[src/tone_rx_defines.svh]
/*
 * Constants of the tone-pair receiver: register offsets, field positions,
 * reset values, tone table and timing counts.
 * Assumes a 25 MHz pclk and is included by its bare name.
 */
`ifndef TONE_RX_DEFINES_SVH
`define TONE_RX_DEFINES_SVH

// Clock.
`define CLK_HZ            25000000
`define CLK_PERIOD_NS     40

// Register byte offsets on the APB.
`define ADDR_W            8
`define OFF_RX_DATA       8'h00
`define OFF_STATUS        8'h04
`define OFF_CTRL          8'h08
`define OFF_PRESENT_GUARD 8'h0c
`define OFF_ABSENT_GUARD  8'h10
`define OFF_INT_STATUS    8'h14
`define OFF_INT_MASK      8'h18

// Status register fields.
`define STAT_EARLY_BIT    0
`define STAT_STEER_BIT    1
`define STAT_VALID_BIT    2
`define STAT_DSTEER_BIT   3

// Control register fields.
`define CTRL_INT_MODE_BIT 0
`define CTRL_RST          1'h0

// Interrupt status and mask fields.
`define INT_W             3
`define INT_NEW_DATA_BIT  0
`define INT_TONE_ON_BIT   1
`define INT_TONE_OFF_BIT  2
`define INT_MASK_RST      3'h0

// Tone table in Hz, index order as used for decoding.
`define LOW_F0            697
`define LOW_F1            770
`define LOW_F2            852
`define LOW_F3            941
`define HIGH_F0           1209
`define HIGH_F1           1336
`define HIGH_F2           1477
`define HIGH_F3           1633
`define TOL_PCT           3
`define PER_W             17
`define PER_TIMEOUT_CYC   (`CLK_HZ / 600)

// Timing: figures in their own unit, cycle counts rounded up.
`define GUARD_W           24
`define SETTLE_NS         200
`define SETTLE_CYC        ((`SETTLE_NS + `CLK_PERIOD_NS - 1) / `CLK_PERIOD_NS)
`define TONE_PRESENT_GUARD_US 20000
`define TONE_ABSENT_GUARD_US  20000
`define TONE_PRESENT_GUARD_CYC \
    ((`TONE_PRESENT_GUARD_US * 1000 + `CLK_PERIOD_NS - 1) / `CLK_PERIOD_NS)
`define TONE_ABSENT_GUARD_CYC \
    ((`TONE_ABSENT_GUARD_US * 1000 + `CLK_PERIOD_NS - 1) / `CLK_PERIOD_NS)

`endif

[src/tone_rx_pkg.sv]
/*
 * Types shared by the tone-pair receiver files.
 * Assumes nothing of its surroundings.
 */
package tone_rx_pkg;

    typedef enum logic [1:0] {
        ST_IDLE,
        ST_SETTLE,
        ST_HELD
    } steer_state_t;

    typedef logic [3:0] digit_code_t;

endpackage : tone_rx_pkg

[src/tone_freq_counter.sv]
/*
 * Measures the period of one hard-limited tone by counting pclk cycles
 * between rising edges and classifies it against the four group tones.
 * Assumes the tone input is asynchronous to pclk.
 */
`timescale 1ns/1ps
`default_nettype none
`include "tone_rx_defines.svh"

module tone_freq_counter #(
    parameter int GROUP = 0
) (
    input  wire logic       pclk,
    input  wire logic       presetn,
    input  wire logic       tone_in,
    output logic            tone_valid,
    output logic [1:0]      tone_idx
);

    function automatic int freq_of(input int g, input int i);
        case ({g[0], i[1:0]})
            3'b000:  freq_of = `LOW_F0;
            3'b001:  freq_of = `LOW_F1;
            3'b010:  freq_of = `LOW_F2;
            3'b011:  freq_of = `LOW_F3;
            3'b100:  freq_of = `HIGH_F0;
            3'b101:  freq_of = `HIGH_F1;
            3'b110:  freq_of = `HIGH_F2;
            default: freq_of = `HIGH_F3;
        endcase
    endfunction : freq_of

    logic [2:0]         sync_reg;
    logic [`PER_W-1:0]  per_reg,   per_next;
    logic [1:0]         last_reg,  last_next;
    logic               lok_reg,   lok_next;
    logic               valid_reg, valid_next;
    logic [1:0]         idx_reg,   idx_next;
    logic               rise;
    logic               match;
    logic [1:0]         cand;

    assign rise = sync_reg[1] & ~sync_reg[2];

    always_comb begin
        int p;
        int nom;
        p          = int'(per_reg);
        nom        = 0;
        match      = 1'b0;
        cand       = 2'd0;
        per_next   = per_reg;
        last_next  = last_reg;
        lok_next   = lok_reg;
        valid_next = valid_reg;
        idx_next   = idx_reg;
        for (int i = 0; i < 4; i++) begin
            nom = `CLK_HZ / freq_of(GROUP, i);
            if (p >= nom * 100 / (100 + `TOL_PCT) &&
                p <= nom * 100 / (100 - `TOL_PCT)) begin
                match = 1'b1;
                cand  = 2'(i);
            end
        end
        // Two matching periods in a row are needed, a light averaging
        // that keeps voice bursts from passing as tones.
        if (rise) begin
            valid_next = match && lok_reg && (cand == last_reg);
            idx_next   = cand;
            last_next  = cand;
            lok_next   = match;
            per_next   = `PER_W'(1);
        end else if (p >= `PER_TIMEOUT_CYC) begin
            valid_next = 1'b0;
            lok_next   = 1'b0;
        end else begin
            per_next = per_reg + `PER_W'(1);
        end
    end

    always_ff @(posedge pclk or negedge presetn) begin
        if (!presetn) begin
            sync_reg  <= 3'h0;
            per_reg   <= '0;
            last_reg  <= 2'h0;
            lok_reg   <= 1'b0;
            valid_reg <= 1'b0;
            idx_reg   <= 2'h0;
        end else begin
            sync_reg  <= {sync_reg[1:0], tone_in};
            per_reg   <= per_next;
            last_reg  <= last_next;
            lok_reg   <= lok_next;
            valid_reg <= valid_next;
            idx_reg   <= idx_next;
        end
    end

    assign tone_valid = valid_reg;
    assign tone_idx   = idx_reg;

endmodule : tone_freq_counter
`default_nettype wire

[src/tone_guard_timer.sv]
/*
 * Replaces the external steering RC: the steer level follows early
 * detect only after it has held its new state for the guard count.
 * Assumes early detect and the limits come from the pclk domain.
 */
`timescale 1ns/1ps
`default_nettype none
`include "tone_rx_defines.svh"

module tone_guard_timer (
    input  wire logic                 pclk,
    input  wire logic                 presetn,
    input  wire logic                 early_tone_detect,
    input  wire logic [`GUARD_W-1:0]  present_limit,
    input  wire logic [`GUARD_W-1:0]  absent_limit,
    output logic                      steer
);

    logic [`GUARD_W-1:0] cnt_reg,   cnt_next;
    logic                steer_reg, steer_next;
    logic [`GUARD_W-1:0] limit;

    assign limit = early_tone_detect ? present_limit : absent_limit;

    always_comb begin
        cnt_next   = '0;
        steer_next = steer_reg;
        // Any return of early detect to the steer level restarts the count.
        if (early_tone_detect != steer_reg) begin
            if (cnt_reg + `GUARD_W'(1) >= limit) begin
                steer_next = early_tone_detect;
            end else begin
                cnt_next = cnt_reg + `GUARD_W'(1);
            end
        end
    end

    always_ff @(posedge pclk or negedge presetn) begin
        if (!presetn) begin
            cnt_reg   <= '0;
            steer_reg <= 1'b0;
        end else begin
            cnt_reg   <= cnt_next;
            steer_reg <= steer_next;
        end
    end

    assign steer = steer_reg;

endmodule : tone_guard_timer
`default_nettype wire

[src/tone_pair_receiver_steering.sv]
/*
 * Digital back end of a dual-tone receiver: period counting of both
 * limited tone groups, early detect, guard-time steering, code latch,
 * delayed steering, open-drain interrupt and an APB register slave.
 * Assumes the two tone inputs come from comparators, asynchronous to
 * pclk, and that an APB master on pclk reaches the registers.
 */
// The APB interface to the registers and the register offsets were decided locally.
`timescale 1ns/1ps
`default_nettype none
`include "tone_rx_defines.svh"

module tone_pair_receiver_steering #(
    parameter logic [`GUARD_W-1:0] PRESENT_GUARD_CYC = `GUARD_W'(`TONE_PRESENT_GUARD_CYC),
    parameter logic [`GUARD_W-1:0] ABSENT_GUARD_CYC  = `GUARD_W'(`TONE_ABSENT_GUARD_CYC)
) (
    input  wire logic               pclk,
    input  wire logic               presetn,
    input  wire logic               psel,
    input  wire logic               penable,
    input  wire logic               pwrite,
    input  wire logic [`ADDR_W-1:0] paddr,
    input  wire logic [31:0]        pwdata,
    output logic [31:0]             prdata,
    output logic                    pready,
    output logic                    pslverr,
    input  wire logic               low_group_tone,
    input  wire logic               high_group_tone,
    output logic                    early_tone_detect,
    output logic                    guard_time_drive,
    output logic                    irq_or_progress_out,
    output logic                    irq_or_progress_oe,
    output logic                    irq
);

    ////////////////////////////////////////////////////////////////////////
    // Frequency measurement of both tone groups.

    logic [1:0] tone_in;
    logic [1:0] grp_valid;
    logic [1:0] grp_idx [2];

    assign tone_in = {high_group_tone, low_group_tone};

    for (genvar g = 0; g < 2; g++) begin : g_group
        tone_freq_counter #(
            .GROUP      (g)
        ) u_counter (
            .pclk       (pclk),
            .presetn    (presetn),
            .tone_in    (tone_in[g]),
            .tone_valid (grp_valid[g]),
            .tone_idx   (grp_idx[g])
        );
    end

    // Both groups valid is the signal condition; losing either drops it.
    assign early_tone_detect = grp_valid[0] & grp_valid[1];

    ////////////////////////////////////////////////////////////////////////
    // Pair to code mapping.

    function automatic tone_rx_pkg::digit_code_t pair_code(input logic [1:0] lo,
                                                           input logic [1:0] hi);
        if (hi == 2'd3) begin
            pair_code = (lo == 2'd3) ? 4'h0 : 4'(4'hd + {2'b00, lo});
        end else if (lo == 2'd3) begin
            case (hi)
                2'd0:    pair_code = 4'hb;
                2'd1:    pair_code = 4'ha;
                default: pair_code = 4'hc;
            endcase
        end else begin
            pair_code = 4'({2'b00, lo} * 4'h3 + {2'b00, hi} + 4'h1);
        end
    endfunction : pair_code

    ////////////////////////////////////////////////////////////////////////
    // Guard-time steering.

    logic [`GUARD_W-1:0] present_guard_reg, present_guard_next;
    logic [`GUARD_W-1:0] absent_guard_reg,  absent_guard_next;
    logic                steer;

    tone_guard_timer u_guard (
        .pclk              (pclk),
        .presetn           (presetn),
        .early_tone_detect (early_tone_detect),
        .present_limit     (present_guard_reg),
        .absent_limit      (absent_guard_reg),
        .steer             (steer)
    );

    // Guard drive holds the steering node up while the tone persists,
    // so a registered pair cannot be registered twice.
    assign guard_time_drive = steer & early_tone_detect;

    ////////////////////////////////////////////////////////////////////////
    // Steering state, code latch and delayed steering.

    tone_rx_pkg::steer_state_t state_reg, state_next;
    logic                      steer_d_reg;
    logic                      steer_rise;
    logic                      steer_fall;
    logic [2:0]                settle_reg, settle_next;
    tone_rx_pkg::digit_code_t  code_reg,   code_next;
    tone_rx_pkg::digit_code_t  out_reg,    out_next;
    logic                      dsteer_reg, dsteer_next;
    logic                      dsteer_rise;

    assign steer_rise = steer & ~steer_d_reg;
    assign steer_fall = ~steer & steer_d_reg;

    always_comb begin
        state_next  = state_reg;
        settle_next = settle_reg;
        code_next   = code_reg;
        out_next    = out_reg;
        dsteer_next = dsteer_reg;
        dsteer_rise = 1'b0;
        case (state_reg)
            tone_rx_pkg::ST_IDLE: begin
                if (steer_rise) begin
                    code_next   = pair_code(grp_idx[0], grp_idx[1]);
                    settle_next = 3'h0;
                    state_next  = tone_rx_pkg::ST_SETTLE;
                end
            end
            tone_rx_pkg::ST_SETTLE: begin
                if (!steer) begin
                    state_next = tone_rx_pkg::ST_IDLE;
                end else if (settle_reg >= 3'(`SETTLE_CYC - 1)) begin
                    dsteer_next = 1'b1;
                    dsteer_rise = 1'b1;
                    out_next    = code_reg;
                    state_next  = tone_rx_pkg::ST_HELD;
                end else begin
                    settle_next = settle_reg + 3'h1;
                end
            end
            tone_rx_pkg::ST_HELD: begin
                // Short dropouts never reach here: the absent guard hides them.
                if (steer_fall) begin
                    dsteer_next = 1'b0;
                    state_next  = tone_rx_pkg::ST_IDLE;
                end
            end
            default: begin
                dsteer_next = 1'b0;
                state_next  = tone_rx_pkg::ST_IDLE;
            end
        endcase
    end

    always_ff @(posedge pclk or negedge presetn) begin
        if (!presetn) begin
            state_reg   <= tone_rx_pkg::ST_IDLE;
            steer_d_reg <= 1'b0;
            settle_reg  <= 3'h0;
            code_reg    <= 4'h0;
            out_reg     <= 4'h0;
            dsteer_reg  <= 1'b0;
        end else begin
            state_reg   <= state_next;
            steer_d_reg <= steer;
            settle_reg  <= settle_next;
            code_reg    <= code_next;
            out_reg     <= out_next;
            dsteer_reg  <= dsteer_next;
        end
    end

    ////////////////////////////////////////////////////////////////////////
    // APB decode.

    logic setup_ph;
    logic access_ph;
    logic wr_en;
    logic rd_status;
    logic mapped;

    assign setup_ph  = psel & ~penable;
    assign access_ph = psel & penable;
    assign wr_en     = access_ph & pwrite;
    assign rd_status = access_ph & ~pwrite & (paddr == `OFF_STATUS);

    always_comb begin
        case (paddr)
            `OFF_RX_DATA, `OFF_STATUS, `OFF_CTRL, `OFF_PRESENT_GUARD,
            `OFF_ABSENT_GUARD, `OFF_INT_STATUS, `OFF_INT_MASK: mapped = 1'b1;
            default: mapped = 1'b0;
        endcase
    end

    assign pready  = 1'b1;
    assign pslverr = access_ph & ~mapped;

    ////////////////////////////////////////////////////////////////////////
    // Control, data-valid and interrupt state.

    logic              int_mode_reg, int_mode_next;
    logic              valid_reg,    valid_next;
    logic              irq_pend_reg, irq_pend_next;
    logic              seen_reg,     seen_next;
    logic [`INT_W-1:0] int_stat_reg, int_stat_next;
    logic [`INT_W-1:0] int_mask_reg, int_mask_next;
    logic [`INT_W-1:0] int_events;
    logic [31:0]       rdata_reg,    rdata_next;
    logic [31:0]       status_word;

    assign int_events = {steer_fall, steer_rise, dsteer_rise};

    always_comb begin
        status_word                   = 32'h0;
        status_word[`STAT_EARLY_BIT]  = early_tone_detect;
        status_word[`STAT_STEER_BIT]  = steer;
        status_word[`STAT_VALID_BIT]  = valid_reg;
        status_word[`STAT_DSTEER_BIT] = dsteer_reg;
    end

    always_comb begin
        int_mode_next      = int_mode_reg;
        present_guard_next = present_guard_reg;
        absent_guard_next  = absent_guard_reg;
        int_mask_next      = int_mask_reg;
        int_stat_next      = int_stat_reg;
        valid_next         = valid_reg;
        irq_pend_next      = irq_pend_reg;
        seen_next          = seen_reg;
        rdata_next         = rdata_reg;
        // Read data is taken in the setup cycle and shown in the access cycle.
        if (setup_ph) begin
            case (paddr)
                `OFF_RX_DATA:       rdata_next = {28'h0, out_reg};
                `OFF_STATUS:        rdata_next = status_word;
                `OFF_CTRL:          rdata_next = {31'h0, int_mode_reg};
                `OFF_PRESENT_GUARD: rdata_next = {8'h0, present_guard_reg};
                `OFF_ABSENT_GUARD:  rdata_next = {8'h0, absent_guard_reg};
                `OFF_INT_STATUS:    rdata_next = {29'h0, int_stat_reg};
                `OFF_INT_MASK:      rdata_next = {29'h0, int_mask_reg};
                default:            rdata_next = 32'h0;
            endcase
            seen_next = valid_reg;
        end
        if (wr_en) begin
            case (paddr)
                `OFF_CTRL:          int_mode_next = pwdata[`CTRL_INT_MODE_BIT];
                `OFF_PRESENT_GUARD: present_guard_next = pwdata[`GUARD_W-1:0];
                `OFF_ABSENT_GUARD:  absent_guard_next = pwdata[`GUARD_W-1:0];
                `OFF_INT_STATUS:    int_stat_next = int_stat_reg & ~pwdata[`INT_W-1:0];
                `OFF_INT_MASK:      int_mask_next = pwdata[`INT_W-1:0];
                default: ;
            endcase
        end
        // Only a flag the host has actually seen is cleared, so an event
        // between the setup and the access cycle is not lost.
        if (rd_status && seen_reg) begin
            valid_next    = 1'b0;
            irq_pend_next = 1'b0;
        end
        if (dsteer_rise) begin
            valid_next    = 1'b1;
            irq_pend_next = 1'b1;
        end
        int_stat_next = int_stat_next | int_events;
    end

    always_ff @(posedge pclk or negedge presetn) begin
        if (!presetn) begin
            int_mode_reg      <= `CTRL_RST;
            present_guard_reg <= PRESENT_GUARD_CYC;
            absent_guard_reg  <= ABSENT_GUARD_CYC;
            int_mask_reg      <= `INT_MASK_RST;
            int_stat_reg      <= '0;
            valid_reg         <= 1'b0;
            irq_pend_reg      <= 1'b0;
            seen_reg          <= 1'b0;
            rdata_reg         <= 32'h0;
        end else begin
            int_mode_reg      <= int_mode_next;
            present_guard_reg <= present_guard_next;
            absent_guard_reg  <= absent_guard_next;
            int_mask_reg      <= int_mask_next;
            int_stat_reg      <= int_stat_next;
            valid_reg         <= valid_next;
            irq_pend_reg      <= irq_pend_next;
            seen_reg          <= seen_next;
            rdata_reg         <= rdata_next;
        end
    end

    ////////////////////////////////////////////////////////////////////////
    // Outputs.

    assign prdata = rdata_reg;

    // The pin only ever pulls low; the board pull-up gives the high level.
    assign irq_or_progress_out = 1'b0;
    assign irq_or_progress_oe  = int_mode_reg & irq_pend_reg & dsteer_reg;

    assign irq = |(int_stat_reg & int_mask_reg);

endmodule : tone_pair_receiver_steering
`default_nettype wire

[config.mk]
export PLATFORM = sky130hd
export DESIGN_NAME = tone_pair_receiver_steering
export DESIGN_NICKNAME = d
export VERILOG_FILES = /design/src/tone_rx_pkg.sv /design/src/tone_freq_counter.sv /design/src/tone_guard_timer.sv /design/src/tone_pair_receiver_steering.sv
export VERILOG_INCLUDE_DIRS = /design/src
export SDC_FILE = /design/constraint.sdc
export NUM_CORES = 1
export LEC_CHECK = 0
export ABC_AREA = 1
export BUFFER_PORTS_ARGS = -buffer_cell sky130_fd_sc_hd__buf_4
export CORE_UTILIZATION = 33
export DETAILED_ROUTE_END_ITERATION = 10
export PLACE_DENSITY_LB_ADDON = 0.15
export SETUP_SLACK_MARGIN = 0.4
export SYNTH_ARGS = -nofsm -noshare
export SYNTH_HDL_FRONTEND = slang
export SYNTH_SLANG_ARGS = --single-unit
[constraint.sdc]
create_clock -name pclk -period 6.1 [get_ports pclk]
set_input_delay 1.83 -clock pclk [delete_from_list [all_inputs] [get_ports pclk]]
set_output_delay 1.83 -clock pclk [all_outputs]
set_load 0.01 [all_outputs]
; Word level (Yosys, flattened, before mapping)
; Index checks and enable logic that the tools add are counted.
[totals]
regBits = 177
latch_bits = 0
mem_bits_rw = 0
mem_bits_ro = 0
input_bits = 47
out_inout_bits = 39
wordCells = 187
mem_count = 0
[op_classes]
n_addsub = 7
mul = 1
n_div = 0
order_cmp = 20
eq_ne = 22
shifts = 0
muxes = 53
n_bitwise = 26
reduce_logical = 32
[op_table]
columns = op, n
row1 = 24-bit case mux with 7 select lines, 1
row2 = "17-bit by 15-bit greater-or-equal comparator with 1-bit output, second input constant", 6
row3 = "17-bit by 15-bit <= comparator with 1-bit output, second input constant", 5
row4 = 24-bit two-way mux, 3
row5 = 17-bit two-way mux, 4
row6 = "17-bit by 16-bit greater-or-equal comparator with 1-bit output, second input constant", 3
row7 = "17-bit by 1-bit adder with 17-bit output, second input constant", 2
row8 = "17-bit by 16-bit <= comparator with 1-bit output, second input constant", 2
row9 = 1-bit two-way mux, 25
row10 = "24-bit by 1-bit adder with 24-bit output, second input constant", 1
row11 = "8-bit by 5-bit equality test with 1-bit output, second input constant", 3
row12 = 24-bit greater-or-equal comparator, 1
row13 = "17-bit by 14-bit greater-or-equal comparator with 1-bit output, second input constant", 1
row14 = "17-bit by 14-bit <= comparator with 1-bit output, second input constant", 1
row15 = "8-bit by 4-bit equality test with 1-bit output, second input constant", 2
row16 = 2-bit two-way mux, 8
row17 = 3-bit two-way mux, 5
row18 = 1-bit bitwise AND, 14
row19 = 1-bit logical AND, 13
row20 = 4-bit two-way mux, 3
row21 = 3-bit case mux with 2 select lines, 2
row22 = 2-bit AND reduction, 6
row23 = "8-bit by 3-bit equality test with 1-bit output, second input constant", 1
row24 = 8-bit logical NOT, 1
row25 = 25 further kinds, 48

; Depth between registers and ports, before layout
; Gate-level depths: netlist of run 1.
[logic_depth]
word_depth = 9
ltp_mapped = 27
ltp_nobuf = 27

; By module
; Synthesis of run 1 repeated with hierarchy kept, for this count alone.
[hier_totals]
cells_unflattened = 1504
area_unflattened_um2 = 11265.8
[modules_own_cells]
columns = mod, instances, cells_each, area_each_um2, seq_area_each_um2
row1 = tone_pair_receiver_steering, 1, 535, 4703.3, 2419.8
row2 = tone_guard_timer, 1, 319, 2357.3, 625.6
row3 = tone_freq_counter (g_group[0].u_counter), 1, 327, 2130.8, 600.6
row4 = tone_freq_counter (g_group[1].u_counter), 1, 323, 2074.5, 600.6

; Worst setup path before layout of run 1
; OpenSTA, ideal clock, no wires.
[synth_path]
kind = input-to-output
start = input paddr[1]
end = output pslverr
t_arrival_ns = 2.429
required_time_ns = 4.270
path_slack_ns = 1.841
stages = 3
path_buffers = 0
cell_sequence = or2_1 -> a311oi_1 -> nor2_1
[synth_via]
elab_chain_cells = 5
word_cells_on_any_way = 11
cone_classes = eq/ne: 6 / mux: 1 / bitwise: 2 / reduce/logical: 2
[synth_rtl]
columns = element, line_no
row1 = from (decl), tone_pair_receiver_steering.sv:22  ; input wire logic [`ADDR_W-1:0] paddr,
row2 = "8-bit by 3-bit equality test with 1-bit output, or another cell as far along", tone_pair_receiver_steering.sv:188  ; case (paddr)
row3 = 7-bit OR reduction *, tone_pair_receiver_steering.sv:188
row4 = 1-bit two-way mux *, tone_pair_receiver_steering.sv:188
row5 = 1-bit NOT *, tone_pair_receiver_steering.sv:196  ; assign pslverr = access_ph & ~mapped;
row6 = 1-bit bitwise AND *, tone_pair_receiver_steering.sv:196
row7 = to (decl), tone_pair_receiver_steering.sv:26  ; output logic pslverr,
; Every way passes the cells marked *; elsewhere a longest branch is shown, timed or not.

; Final worst setup path of run 1
; Ends and elaborated chain as after synthesis.

==> results of run 1 <==
[worst paths after layout]
path | from | slack [ns] | end
setup / recovery | paddr[1] | 1.59 | pslverr
hold / removal | g_group[0].u_counter.sync_reg[0] | 0.35 | g_group[0].u_counter.sync_reg[1]
setup reg to reg | u_guard.cnt_reg[0] | 2.03 | u_guard.cnt_reg[2]
hold reg to reg | g_group[0].u_counter.sync_reg[0] | 0.35 | g_group[0].u_counter.sync_reg[1]
max in group asynchronous | presetn | 3.54 | g_group[1].u_counter.per_reg[13]
min in group asynchronous | presetn | 1.46 | prdata[12]
[cells in the final DEF, fill, tap and decap left out, types with 2 or more instances in the layout]
| cell | netlist | routed |
|---|---|---|
| a21oi_1 | 40 | 40 |
| ha_1 | 37 | 37 |
| a32oi_1 | 2 | 2 |
| dfstp_2 | 14 | 14 |
| xor2_1 | 22 | 22 |
| clkbuf_1 | 25 | 2 |
| o21ai_1 | 6 | 6 |
| nand3_1 | 87 | 87 |
| inv_2 | 5 | 5 |
| o211ai_1 | 3 | 3 |
| and3_1 | 2 | 2 |
| nand4_1 | 27 | 27 |
| conb_1 | 2 | 10 |
| a22oi_1 | 3 | 3 |
| inv_6 | 0 | 4 |
| o21bai_1 | 2 | 2 |
| o22ai_1 | 2 | 2 |
| or2_2 | 2 | 2 |
| xnor2_1 | 4 | 4 |
| inv_1 | 181 | 181 |
| nor2_4 | 4 | 4 |
| clkinv_1 | 2 | 2 |
| o31ai_1 | 2 | 2 |
| nor2_2 | 8 | 9 |
| fa_1 | 2 | 2 |
| nor3_1 | 30 | 30 |
| dfrtp_1 | 155 | 155 |
| nor3_2 | 2 | 2 |
| nor4_1 | 4 | 4 |
| nand2_2 | 10 | 10 |
| bufinv_16 | 0 | 3 |
| clkbuf_16 | 0 | 17 |
| nand2_1 | 436 | 436 |
| buf_4 | 13 | 73 |
| clkinv_2 | 2 | 2 |
| o21ai_0 | 159 | 159 |
| clkinvlp_4 | 0 | 5 |
| a31oi_1 | 5 | 5 |
| nor2_1 | 180 | 179 |
[through the flow]
stage               setup slack (ns)  utilization  total power [mW]  area, um^2
finish                          1.59        0.380              2.71       12000
global route                    1.45        0.380              2.85       12000
CTS                             1.58        0.380              2.75       12000
detailed placement              1.59        0.360              1.58       11400
global placement                1.59        0.360              1.58       11400
floorplan                       1.84            -              1.45       10600
[layout make-up]
type | count | area (um^2) | area share
Sequential cell | 169 | 4250 | 0.354
Clock buffer | 20 | 447 | 0.0373
Multi-Input combinational cell | 1105 | 5350 | 0.446
Clock inverter | 12 | 163 | 0.0136
Timing Repair Buffer | 74 | 559 | 0.0467
Tap cell | 402 | 503 | 0.0420
Inverter | 190 | 716 | 0.0597
[synthesized netlist by cell type (all sizes together)]
cell       n  share of area
o22ai      2         0.0012
a22o       1        0.00083
conb       2        0.00071
nor2     192          0.073
and2       1        0.00059
o221ai     1        0.00083
nand4     27          0.016
o31ai      2         0.0014
clkinv     4         0.0017
buf       33          0.019
a32oi      2         0.0017
a31oi      5         0.0030
a311oi     1        0.00083
nor2b      1        0.00059
nor4       4         0.0024
o21bai     2         0.0014
dfstp     14          0.035
o211ai     3         0.0021
or2        3         0.0018
a221oi     1        0.00083
xor2      23          0.020
o21ai    165          0.078
fa         2         0.0038
nand3     88          0.042
dfrtp    155           0.37
a211oi     1        0.00071
nand3b     1        0.00071
nand2    447           0.16
clkbuf    26         0.0093
inv      186          0.066
o2111ai    1        0.00083
xnor2      4         0.0033
ha        37          0.044
a21oi     40          0.019
nor3      32          0.016
a22oi      3         0.0021
and3       2         0.0012
nor3b      1        0.00071
[metal layers]
layer | vias to the layer above | routed length, um
li1 | 4908 | -
met1 | 4554 | 13500
met2 | 187 | 14900
met3 | 26 | 1020
met4 | 0 | 504
met5 | - | 0
[worst max-delay path, cell delays in order]
cell and delay (ns):
buf_4 0.10, or2_1 0.28, a311oi_1 0.27, nor2_1 0.06, buf_4 0.14
[where the power goes]
group	internal (mW)	switching (mW)	total, mW
logic	0.100	0.232	0.332
clock network	0.661	0.496	1.16
registers	1.16	0.0670	1.23
[kinds of logic (layout without fill, tap and decap cells)]
| group | after synthesis | after routing |
|---|---|---|
| simple gates | 799 | 799 |
| buf+inv | 249 | 296 |
| compound gates | 230 | 230 |
| flops | 169 | 169 |
| fa+ha+maj | 39 | 39 |
| xor+xnor | 27 | 27 |
| other cells | 2 | 10 |
==> metrics.md, run 1 <==
| Metric | Value |
|---|---|
| Fill count | `3337` |
| # nets final | `1643` |
| Detailed placement HPWL | `21.7 mm` |
| Vias in the first global route | `9214` |
| Syn Inst Count | `1515` |
| Overflow after GRT | `0` |
| Chip height | `181 um` |
| Starting Density | `0.335` |
| Critical Path Sink Type | `output port` |
| CTS Sinks | `169` |
| Synth Area in Compound Gates | `0.115` |
| CTS Buf Count | `17` |
| H-tree levels | `4` |
| Hold WS | `0.353 ns` |
| Initial antenna violation count | `0` |
| Final Max Tran Viols | `0` |
| Power per cell area | `227 nW/um^2` |
| Largest net degree at the start of global routing | `92` |
| First-pass GRT wire length | `49.1 mm` |
| Critical Path RT | `4.27 ns` |
| Drt pass-1 iters | `5` |
| Cell Count, Final, Fillers Out | `1972` |
| F_max | `222 MHz` |
| Max_cap viols | `0` |
| Post-synthesis mux area share | `0` |
| Clock Path Buffers | `2` |
| Via count | `9675` |
| Setup Buffers After CTS | `0` |
| XOR/XNOR Fraction of Synth Area | `0.0231` |
| Core ar. | `31600 um^2` |
| Fin crit share | `0.740` |
| # DRC | `0` |
| Hold Violations, Final | `0` |
| Post-synthesis register bit count | `169` |
| Largest family of logic cells by synthesized area | `simple AND/OR/NAND/NOR gates` |
| Peak supply drop | `0.196 mV` |
| Final TNS setup | `0 ns` |
| Worst r2r path cells | `17` |
| Syn avg cell area | `6.98 um^2` |
| Adder-Cell Fraction of Synth Area | `0.0476` |
| Cell area after synthesis | `10600 um^2` |
| Routability cong. | `0.879` |
| Grt met2 use | `0.330` |
| Yosys cell types | `52` |
| Final setup viols | `0` |
| Status | `finished, final reports clean` |
| I/O pin count | `86` |
| Layout area overhead | `13.3%` |
| CP Data Arrival Time | `2.68 ns` |
| Drt initial violations | `651` |
| Post_cts resized | `0` |
| Max FFs per register | `34` |
| WL/cell | `15.2 um` |
| GRT Total Usage | `0.190` |
| Clock transition at the registers of the reported paths | `0.07 ns` |
| Slew headroom | `0.264` |
| Grt met3 use | `0.0327` |
| Setup Skew | `0.0124 ns` |
| Slew of the pin with the lowest slew margin | `1.10 ns` |
| Inst Count DP | `1940` |
| CTS Root Buffer Type | `clkbuf_16` |
| Diode count | `0` |
| Hold depth | `0` |
| Layout cells sized above 1 | `0.0987` |
| Die footprint | `32800 um^2` |
| Total wire length | `30.0 mm` |
| Leak | `5.98 nW` |
| Max FO, Critical Path | `5` |
| GR Util met1 | `0.242` |
| Sequential-to-total area share from yosys stat | `0.402` |
| Ys Warns | `0` |
| Synth Area in Simple Gates | `0.317` |
| Min cycle time layout | `4.51 ns` |
| Vias per cell | `4.91` |
| I/O Buffers | `67` |
| Die Width | `181 um` |
| CTS Hold Bufs | `0` |
| Min-delay worst type | `reg2reg` |
| TritonCTS clock tree | `built` |
| GRT Max-Usage Layer | `met2` |
| CP Class | `in2out` |
| Worst skew pair latency | `0.45 ns` |
| RSZ-0062 raised after global routing | `no` |
| Row count | `65` |
| Startpoint types | `primary input` |
| Antenna-violating nets left | `0` |
Note: power is estimated with default switching activity, not from simulation.
==> inputs of run 2 (changes only) <==
--- a/config.mk
+++ b/config.mk
@@ -6,7 +6,7 @@
 export SDC_FILE = /design/constraint.sdc
 export NUM_CORES = 1
 export LEC_CHECK = 0
-export ABC_AREA = 1
+export ABC_AREA = 0
 export BUFFER_PORTS_ARGS = -buffer_cell sky130_fd_sc_hd__buf_4
 export CORE_UTILIZATION = 33
 export DETAILED_ROUTE_END_ITERATION = 10
==> constraint.sdc (replaced) <==
create_clock -name pclk -period 3.7 [get_ports pclk]
set_input_delay 1.11 -clock pclk [delete_from_list [all_inputs] [get_ports pclk]]
set_output_delay 1.11 -clock pclk [all_outputs]
set_load 0.01 [all_outputs]
==> run 2 against run 1 <==
Effect of this change:
- routed wire length is 21% lower
- largest cell class unchanged
- largest power group unchanged
- critical path type is now reg2reg
- clock skew is 0.0078 ns higher
- non-clock buffer count rose by 41
==> metrics.md, run 2 <==
| Metric | Value |
|---|---|
| Power per cell area | `369 nW/um^2` |
| Layout area overhead | `19.3%` |
| Starting Density | `0.340` |
| Commonest cells post-synth | `dfrtp_1, nand2_1, nor2_1` |
| P_sw | `1.23 mW` |
| I/O Buffers | `67` |
| CTS Buf Count | `17` |
| Slew headroom | `0.296` |
| Slowest cell on crit path | `dfrtp_1` |
| Final setup viols | `0` |
| Core ar. | `28200 um^2` |
| Fin crit share | `0.893` |
| Leak | `5.08 nW` |
| Synth Area in Simple Gates | `0.175` |
| Max FO, Critical Path | `2` |
| Vias per cell | `5.12` |
| Total power | `4.21 mW` |
| Drt pass-1 iters | `5` |
| Crit-path leading delay family | `simple AND/OR/NAND/NOR gates` |
| Row count | `61` |
| Clock Path Buffers | `2` |
| Max incr delay on CP | `0.37 ns` |
| # DRC | `0` |
| WL/cell | `16.5 um` |
| CTS Hold Bufs | `0` |
| Leading cell type in the layout, fill and taps excluded | `dfrtp_1` |
| Overflow after GRT | `0` |
| Placed inst area | `10400 um^2` |
| Fill count | `2831` |
| Drt initial violations | `435` |
| Detailed placement HPWL | `16.2 mm` |
| Critical Path RT | `4.01 ns` |
| Ys Warns | `0` |
| Chip height | `172 um` |
| Min-delay worst type | `reg2reg` |
| Post-synth ARST share | `1.00` |
| Yosys cell types | `76` |
| Cell area after synthesis | `9580 um^2` |
| Share of the synthesized area in the top cell type | `0.405` |
| Sequential-to-total area share from yosys stat | `0.443` |
| Hold Violations, Final | `0` |
| Top_reg_cell synth | `dfrtp_1` |
| CTS Sinks | `169` |
| Final Util | `0.406` |
| TritonCTS clock tree | `built` |
| Syn avg cell area | `9.90 um^2` |
| Startpoint types | `register` |
| RSZ-0062 raised after global routing | `yes` |
| Number of synthesized flops with an enable pin | `0` |
| Cells along the critical path | `and3_4, nand3_4, nor3_4, and4_4, buf_6, nand3_4, xnor2_2, ha_1, buf_4, nand4_1, nor4_2, buf_4, nand2_1, o221ai_2, buf_4, buf_6, buf_6, nand2_2, mux2i_1` |
| CP Class | `reg2reg` |
| Post-synthesis mux area share | `0.104` |
| Setup Skew | `0.0202 ns` |
| Final instance area | `11400 um^2` |
| Worst skew pair latency | `0.44 ns` |
| Internal | `2.98 mW` |
| Antenna-violating nets left | `0` |
| H-tree levels | `4` |
| # nets final | `1122` |
| First-pass GRT wire length | `38.7 mm` |
| Total wire length | `23.5 mm` |
| Status | `finished, final reports clean` |
| Max_cap viols | `0` |
| Switching part of the total | `0.292` |
| Routability cong. | `0.836` |
| Final TNS setup | `0 ns` |
| Peak supply drop | `0.264 mV` |
| CP Data Arrival Time | `3.61 ns` |
| Synth area leader | `dfrtp_1` |
| Commonest cells after routing, fill and taps aside | `dfrtp_1, buf_4, nand2_1` |
| I/O pin count | `86` |
| XOR/XNOR Fraction of Synth Area | `0.0512` |
| F_max | `303 MHz` |
| Initial antenna violation count | `0` |
| Die Width | `172 um` |
| Slew of the pin with the lowest slew margin | `1.05 ns` |
| Die footprint | `29700 um^2` |
| Inst Count DP | `1371` |
| Min cycle time layout | `3.30 ns` |
| CP bufs+invs | `6` |
| Syn Inst Count | `967` |
| CTS Root Buffer Type | `clkbuf_16` |
| Diode count | `0` |
| GRT Total Usage | `0.167` |
| Sequential power share | `0.478` |
| Via count | `7305` |
| Area contributors post-synth | `dfrtp_1, mux2_2, ha_1` |
| Largest net degree at the start of global routing | `65` |
| Count leader, synth | `dfrtp_1` |
| Clk network pwr share | `0.432` |
| Combinational Power Share | `0.090` |
| Critical Path Sink Type | `register` |
| Layout cells sized above 1 | `0.252` |
| Post-synthesis register bit count | `169` |
| Vias in the first global route | `7300` |
| Synth Area in Compound Gates | `0.121` |
| Largest family of logic cells by synthesized area | `simple AND/OR/NAND/NOR gates` |
| Clock transition at the registers of the reported paths | `0.09 ns` |
| Cell Count, Final, Fillers Out | `1427` |
| Max FFs per register | `34` |
| Final Max Tran Viols | `0` |
| Adder-Cell Fraction of Synth Area | `0.0525` |
==> run 2: cell count changes in the layout (fill, tap and decap cells not counted), sizes merged, moves of 19 or more <==
cell	change
nor2b	+27
buf	+41
mux2i	+30
nor2	-124
nand3	-57
inv	-156
o21ai	-105
a22oi	+19
mux2	+62
nand2	-355
xnor2	+21
==> run 2: power by group through the flow <==
stage	combinational, mW	clock, mW	sequential [mW]
2_1_floorplan	0.302	0	1.96
6_report	0.380	1.82	2.01
3_3_place_gp	0.359	0	2.05
4_1_cts	0.381	1.88	2.01
5_1_grt	0.427	1.94	2.03
3_5_place_dp	0.358	0	2.05
==> run 2: what timing repair did <==
action                                 4_1_cts  5_1_grt
buffers inserted                            18        5
gates resized for setup                     25       19
pin swaps                                   16       12
endpoints found under the hold margin        0        0
cloned                                       1        0
setup endpoints to repair                   26       26
==> run 2: worst paths after layout <==
check                                                    to                              from  depth (start not counted)  slack, ns
setup reg to reg                              u_guard.steer                u_guard.cnt_reg[7]                         19       0.40
min in group asynchronous              present_guard_reg[9]                           presetn                          1       0.66
hold reg to reg            g_group[0].u_counter.sync_reg[1]  g_group[0].u_counter.sync_reg[0]                          0       0.35
setup / recovery                              u_guard.steer                u_guard.cnt_reg[7]                         19       0.40
max in group asynchronous              absent_guard_reg[18]                           presetn                          2       2.23
hold / removal             g_group[0].u_counter.sync_reg[1]  g_group[0].u_counter.sync_reg[0]                          0       0.35
==> run 2: cell type report <==
class | count | area [um^2] | area share
inverters | 25 | 96.3 | 0.00843
clock inverters | 15 | 173 | 0.0151
flip-flops and latches | 169 | 4250 | 0.372
repair buffers | 115 | 948 | 0.0830
clock buffers | 17 | 425 | 0.0372
multi-input cells | 708 | 5060 | 0.443
well taps | 378 | 473 | 0.0414
==> run 2: logic make-up (layout without fill, tap and decap cells) <==
kind of cell | after synthesis | count (layout)
AND/OR/NAND/NOR | 333 | 333
AO/OA/AOI/OAI | 178 | 178
flip-flops | 169 | 169
buffers and inverters | 98 | 172
multiplexers | 92 | 92
XOR/XNOR | 56 | 56
adder cells (fa/ha/maj) | 39 | 39
other | 2 | 10
==> run 2: per-layer routing <==
metal	global-route usage	vias to the layer above	routed length (um)
met5	0	-	0
met2	0.285	134	11700
met4	0.0469	0	303
met3	0.0259	21	779
met1	0.217	3570	10800
li1	-	3580	-
==> run 2: metrics by stage <==
stage | worst slack, ns | hold slack, ns
after CTS | 0.378 | 0.353
after global placement | 0.239 | 0.334
final | 0.396 | 0.350
after floorplan | 0.404 | 0.331
after detailed placement | 0.172 | 0.336
after global routing | 0.225 | 0.360
==> run 2: worst register-to-register path, cell delays in order (launching register included) <==
cell	delay (ns)
dfrtp_1	0.37
and3_4	0.20
nand3_4	0.09
nor3_4	0.16
and4_4	0.27
buf_6	0.10
nand3_4	0.07
xnor2_2	0.16
ha_1	0.30
buf_4	0.11
nand4_1	0.13
nor4_2	0.32
buf_4	0.16
nand2_1	0.06
o221ai_2	0.21
buf_4	0.15
buf_6	0.08
buf_6	0.08
nand2_2	0.04
mux2i_1	0.11
==> inputs of run 3 (changes only) <==
--- a/config.mk
+++ b/config.mk
@@ -6,7 +6,7 @@
 export SDC_FILE = /design/constraint.sdc
 export NUM_CORES = 1
 export LEC_CHECK = 0
-export ABC_AREA = 0
+export ABC_AREA = 1
 export BUFFER_PORTS_ARGS = -buffer_cell sky130_fd_sc_hd__buf_4
 export CORE_UTILIZATION = 33
 export DETAILED_ROUTE_END_ITERATION = 10
==> run 3 against run 2 <==
Effect of this change:
- hold slack improved by 0.0016 ns
- worst setup slack better by 0.10 ns
- combinational power up 47%
- sequential share of layout area down 2.7 points
- die area is 10% higher
- critical path depth grew 8
==> metrics.md, run 3 (synthesized netlist as in run 1, its figures left out) <==
| Metric | Value |
|---|---|
| Status | `finished, final reports clean` |
| CP Class | `reg2reg` |
| F_max | `313 MHz` |
| Drt initial violations | `661` |
| Placed inst area | `11500 um^2` |
| CTS Root Buffer Type | `clkbuf_16` |
| Largest net degree at the start of global routing | `94` |
| Final TNS setup | `0 ns` |
| CP Data Arrival Time | `3.56 ns` |
| Initial antenna violation count | `0` |
| Total wire length | `30.4 mm` |
| Hold WS | `0.351 ns` |
| Slew of the pin with the lowest slew margin | `0.743 ns` |
| RSZ-0062 raised after global routing | `yes` |
| # nets final | `1663` |
| First-pass GRT wire length | `49.6 mm` |
| Clock transition at the registers of the reported paths | `0.07 ns` |
| I/O pin count | `86` |
| Max FFs per register | `34` |
| Drt pass-1 iters | `5` |
| Layout area overhead | `16.4%` |
| Layout cells sized above 1 | `0.125` |
| Fin crit share | `0.865` |
| Diode count | `0` |
| Core ar. | `31600 um^2` |
| Min cycle time layout | `3.20 ns` |
| Row count | `65` |
| CP bufs+invs | `5` |
| Final instance area | `12300 um^2` |
| Power per cell area | `365 nW/um^2` |
| TritonCTS clock tree | `built` |
| WL/cell | `15.3 um` |
| # DRC | `0` |
| Register Area | `4250 um^2` |
| Detailed placement HPWL | `22.1 mm` |
| Total power | `4.49 mW` |
| Multi-input gate area | `5480 um^2` |
| Die Width | `181 um` |
| I/O Buffers | `67` |
| Startpoint types | `register` |
| Die footprint | `32800 um^2` |
| Fill count | `3385` |
| Vias in the first global route | `9649` |
| Overflow after GRT | `0` |
| Setup Skew | `0.0134 ns` |
| Critical Path Sink Type | `register` |
| CTS Buf Count | `17` |
| Chip height | `181 um` |
| Leading cell type in the layout, fill and taps excluded | `nand2_1` |
| Commonest cells after routing, fill and taps aside | `nand2_1, inv_1, nor2_1` |
| Slowest cell on crit path | `dfrtp_1` |
| Starting Density | `0.335` |
| Final setup viols | `0` |
| Clock Path Buffers | `2` |
| Slew headroom | `0.501` |
| Max_cap viols | `0` |
| Routability cong. | `0.915` |
| GRT Total Usage | `0.191` |
| H-tree levels | `4` |
| Vias per cell | `4.93` |
| CTS Hold Bufs | `0` |
| Critical Path RT | `4.06 ns` |
| Crit-path leading delay family | `simple AND/OR/NAND/NOR gates` |
| Worst skew pair latency | `0.44 ns` |
| Antenna-violating nets left | `0` |
| Via count | `9811` |
| Max FO, Critical Path | `6` |
| Peak supply drop | `0.314 mV` |
| Most numerous cell on the critical path | `nand2_2` |
| Min-delay worst type | `reg2reg` |
| CTS Sinks | `169` |
| Final Max Tran Viols | `0` |
| Hold Violations, Final | `0` |
| Final Util | `0.390` |
| Leak | `6.13 nW` |
| Max incr delay on CP | `0.42 ns` |
## run 3: changes by cell type in the layout (fill, tap and decap cells not counted), moves of 18 or more
cell,delta
mux2_2,-61
nor2_1,+104
nand2_1,+345
nand3_1,+57
o21ai_0,+103
inv_1,+155
mux2i_1,-30
xnor2_1,-18
nor2b_1,-25
buf_4,-19
a22oi_1,-19
## run 3: power breakdown
part / total [mW] / switching [mW] / internal [mW]
sequential: 2.02 / 0.114 / 1.91
clock: 1.91 / 0.817 / 1.09
combinational: 0.559 / 0.389 / 0.170
## run 3: layout make-up
type	count	share of cell area
clock buffers	20	0.0363
clock inverters	12	0.0132
inverters	190	0.0581
multi-input cells	1105	0.445
flip-flops and latches	169	0.345
well taps	402	0.0409
repair buffers	94	0.0612
## run 3: path summary, 6_finish.rpt
path                                                   from                          endpoint  slack (ns)  cells past startpoint
min in group asynchronous                           presetn                u_guard.cnt_reg[6]        0.54                      1
setup reg to reg                         u_guard.cnt_reg[0]                u_guard.cnt_reg[2]        0.50                     27
max in group asynchronous                           presetn   g_group[0].u_counter.per_reg[5]        2.33                      2
hold reg to reg            g_group[1].u_counter.sync_reg[0]  g_group[1].u_counter.sync_reg[1]        0.35                      0
setup / recovery                         u_guard.cnt_reg[0]                u_guard.cnt_reg[2]        0.50                     27
hold / removal             g_group[1].u_counter.sync_reg[0]  g_group[1].u_counter.sync_reg[1]        0.35                      0
## run 3: timing repair
action / CTS / global route
endpoints found under the setup margin: 0 / 25
setup buffers: 0 / 11
gates resized for setup: 0 / 40
## run 3: per-layer routing
metal  wire length, um  global-route usage  part of all wire  vias to the layer above
met5                 0                   0                 0                        -
met4               721              0.0620             0.024                        0
met3               994              0.0290             0.033                       43
met2             14900               0.327              0.49                      206
met1             13800               0.245              0.45                     4618
li1                  -                   -                 -                     4944
## run 3: per-stage QoR
step,setup WS (ns),cells
2_1_floorplan,0.748,1523
3_3_place_gp,0.528,1947
3_5_place_dp,0.443,1947
4_1_cts,0.425,1979
5_1_grt,0.226,1992
6_report,0.500,1992
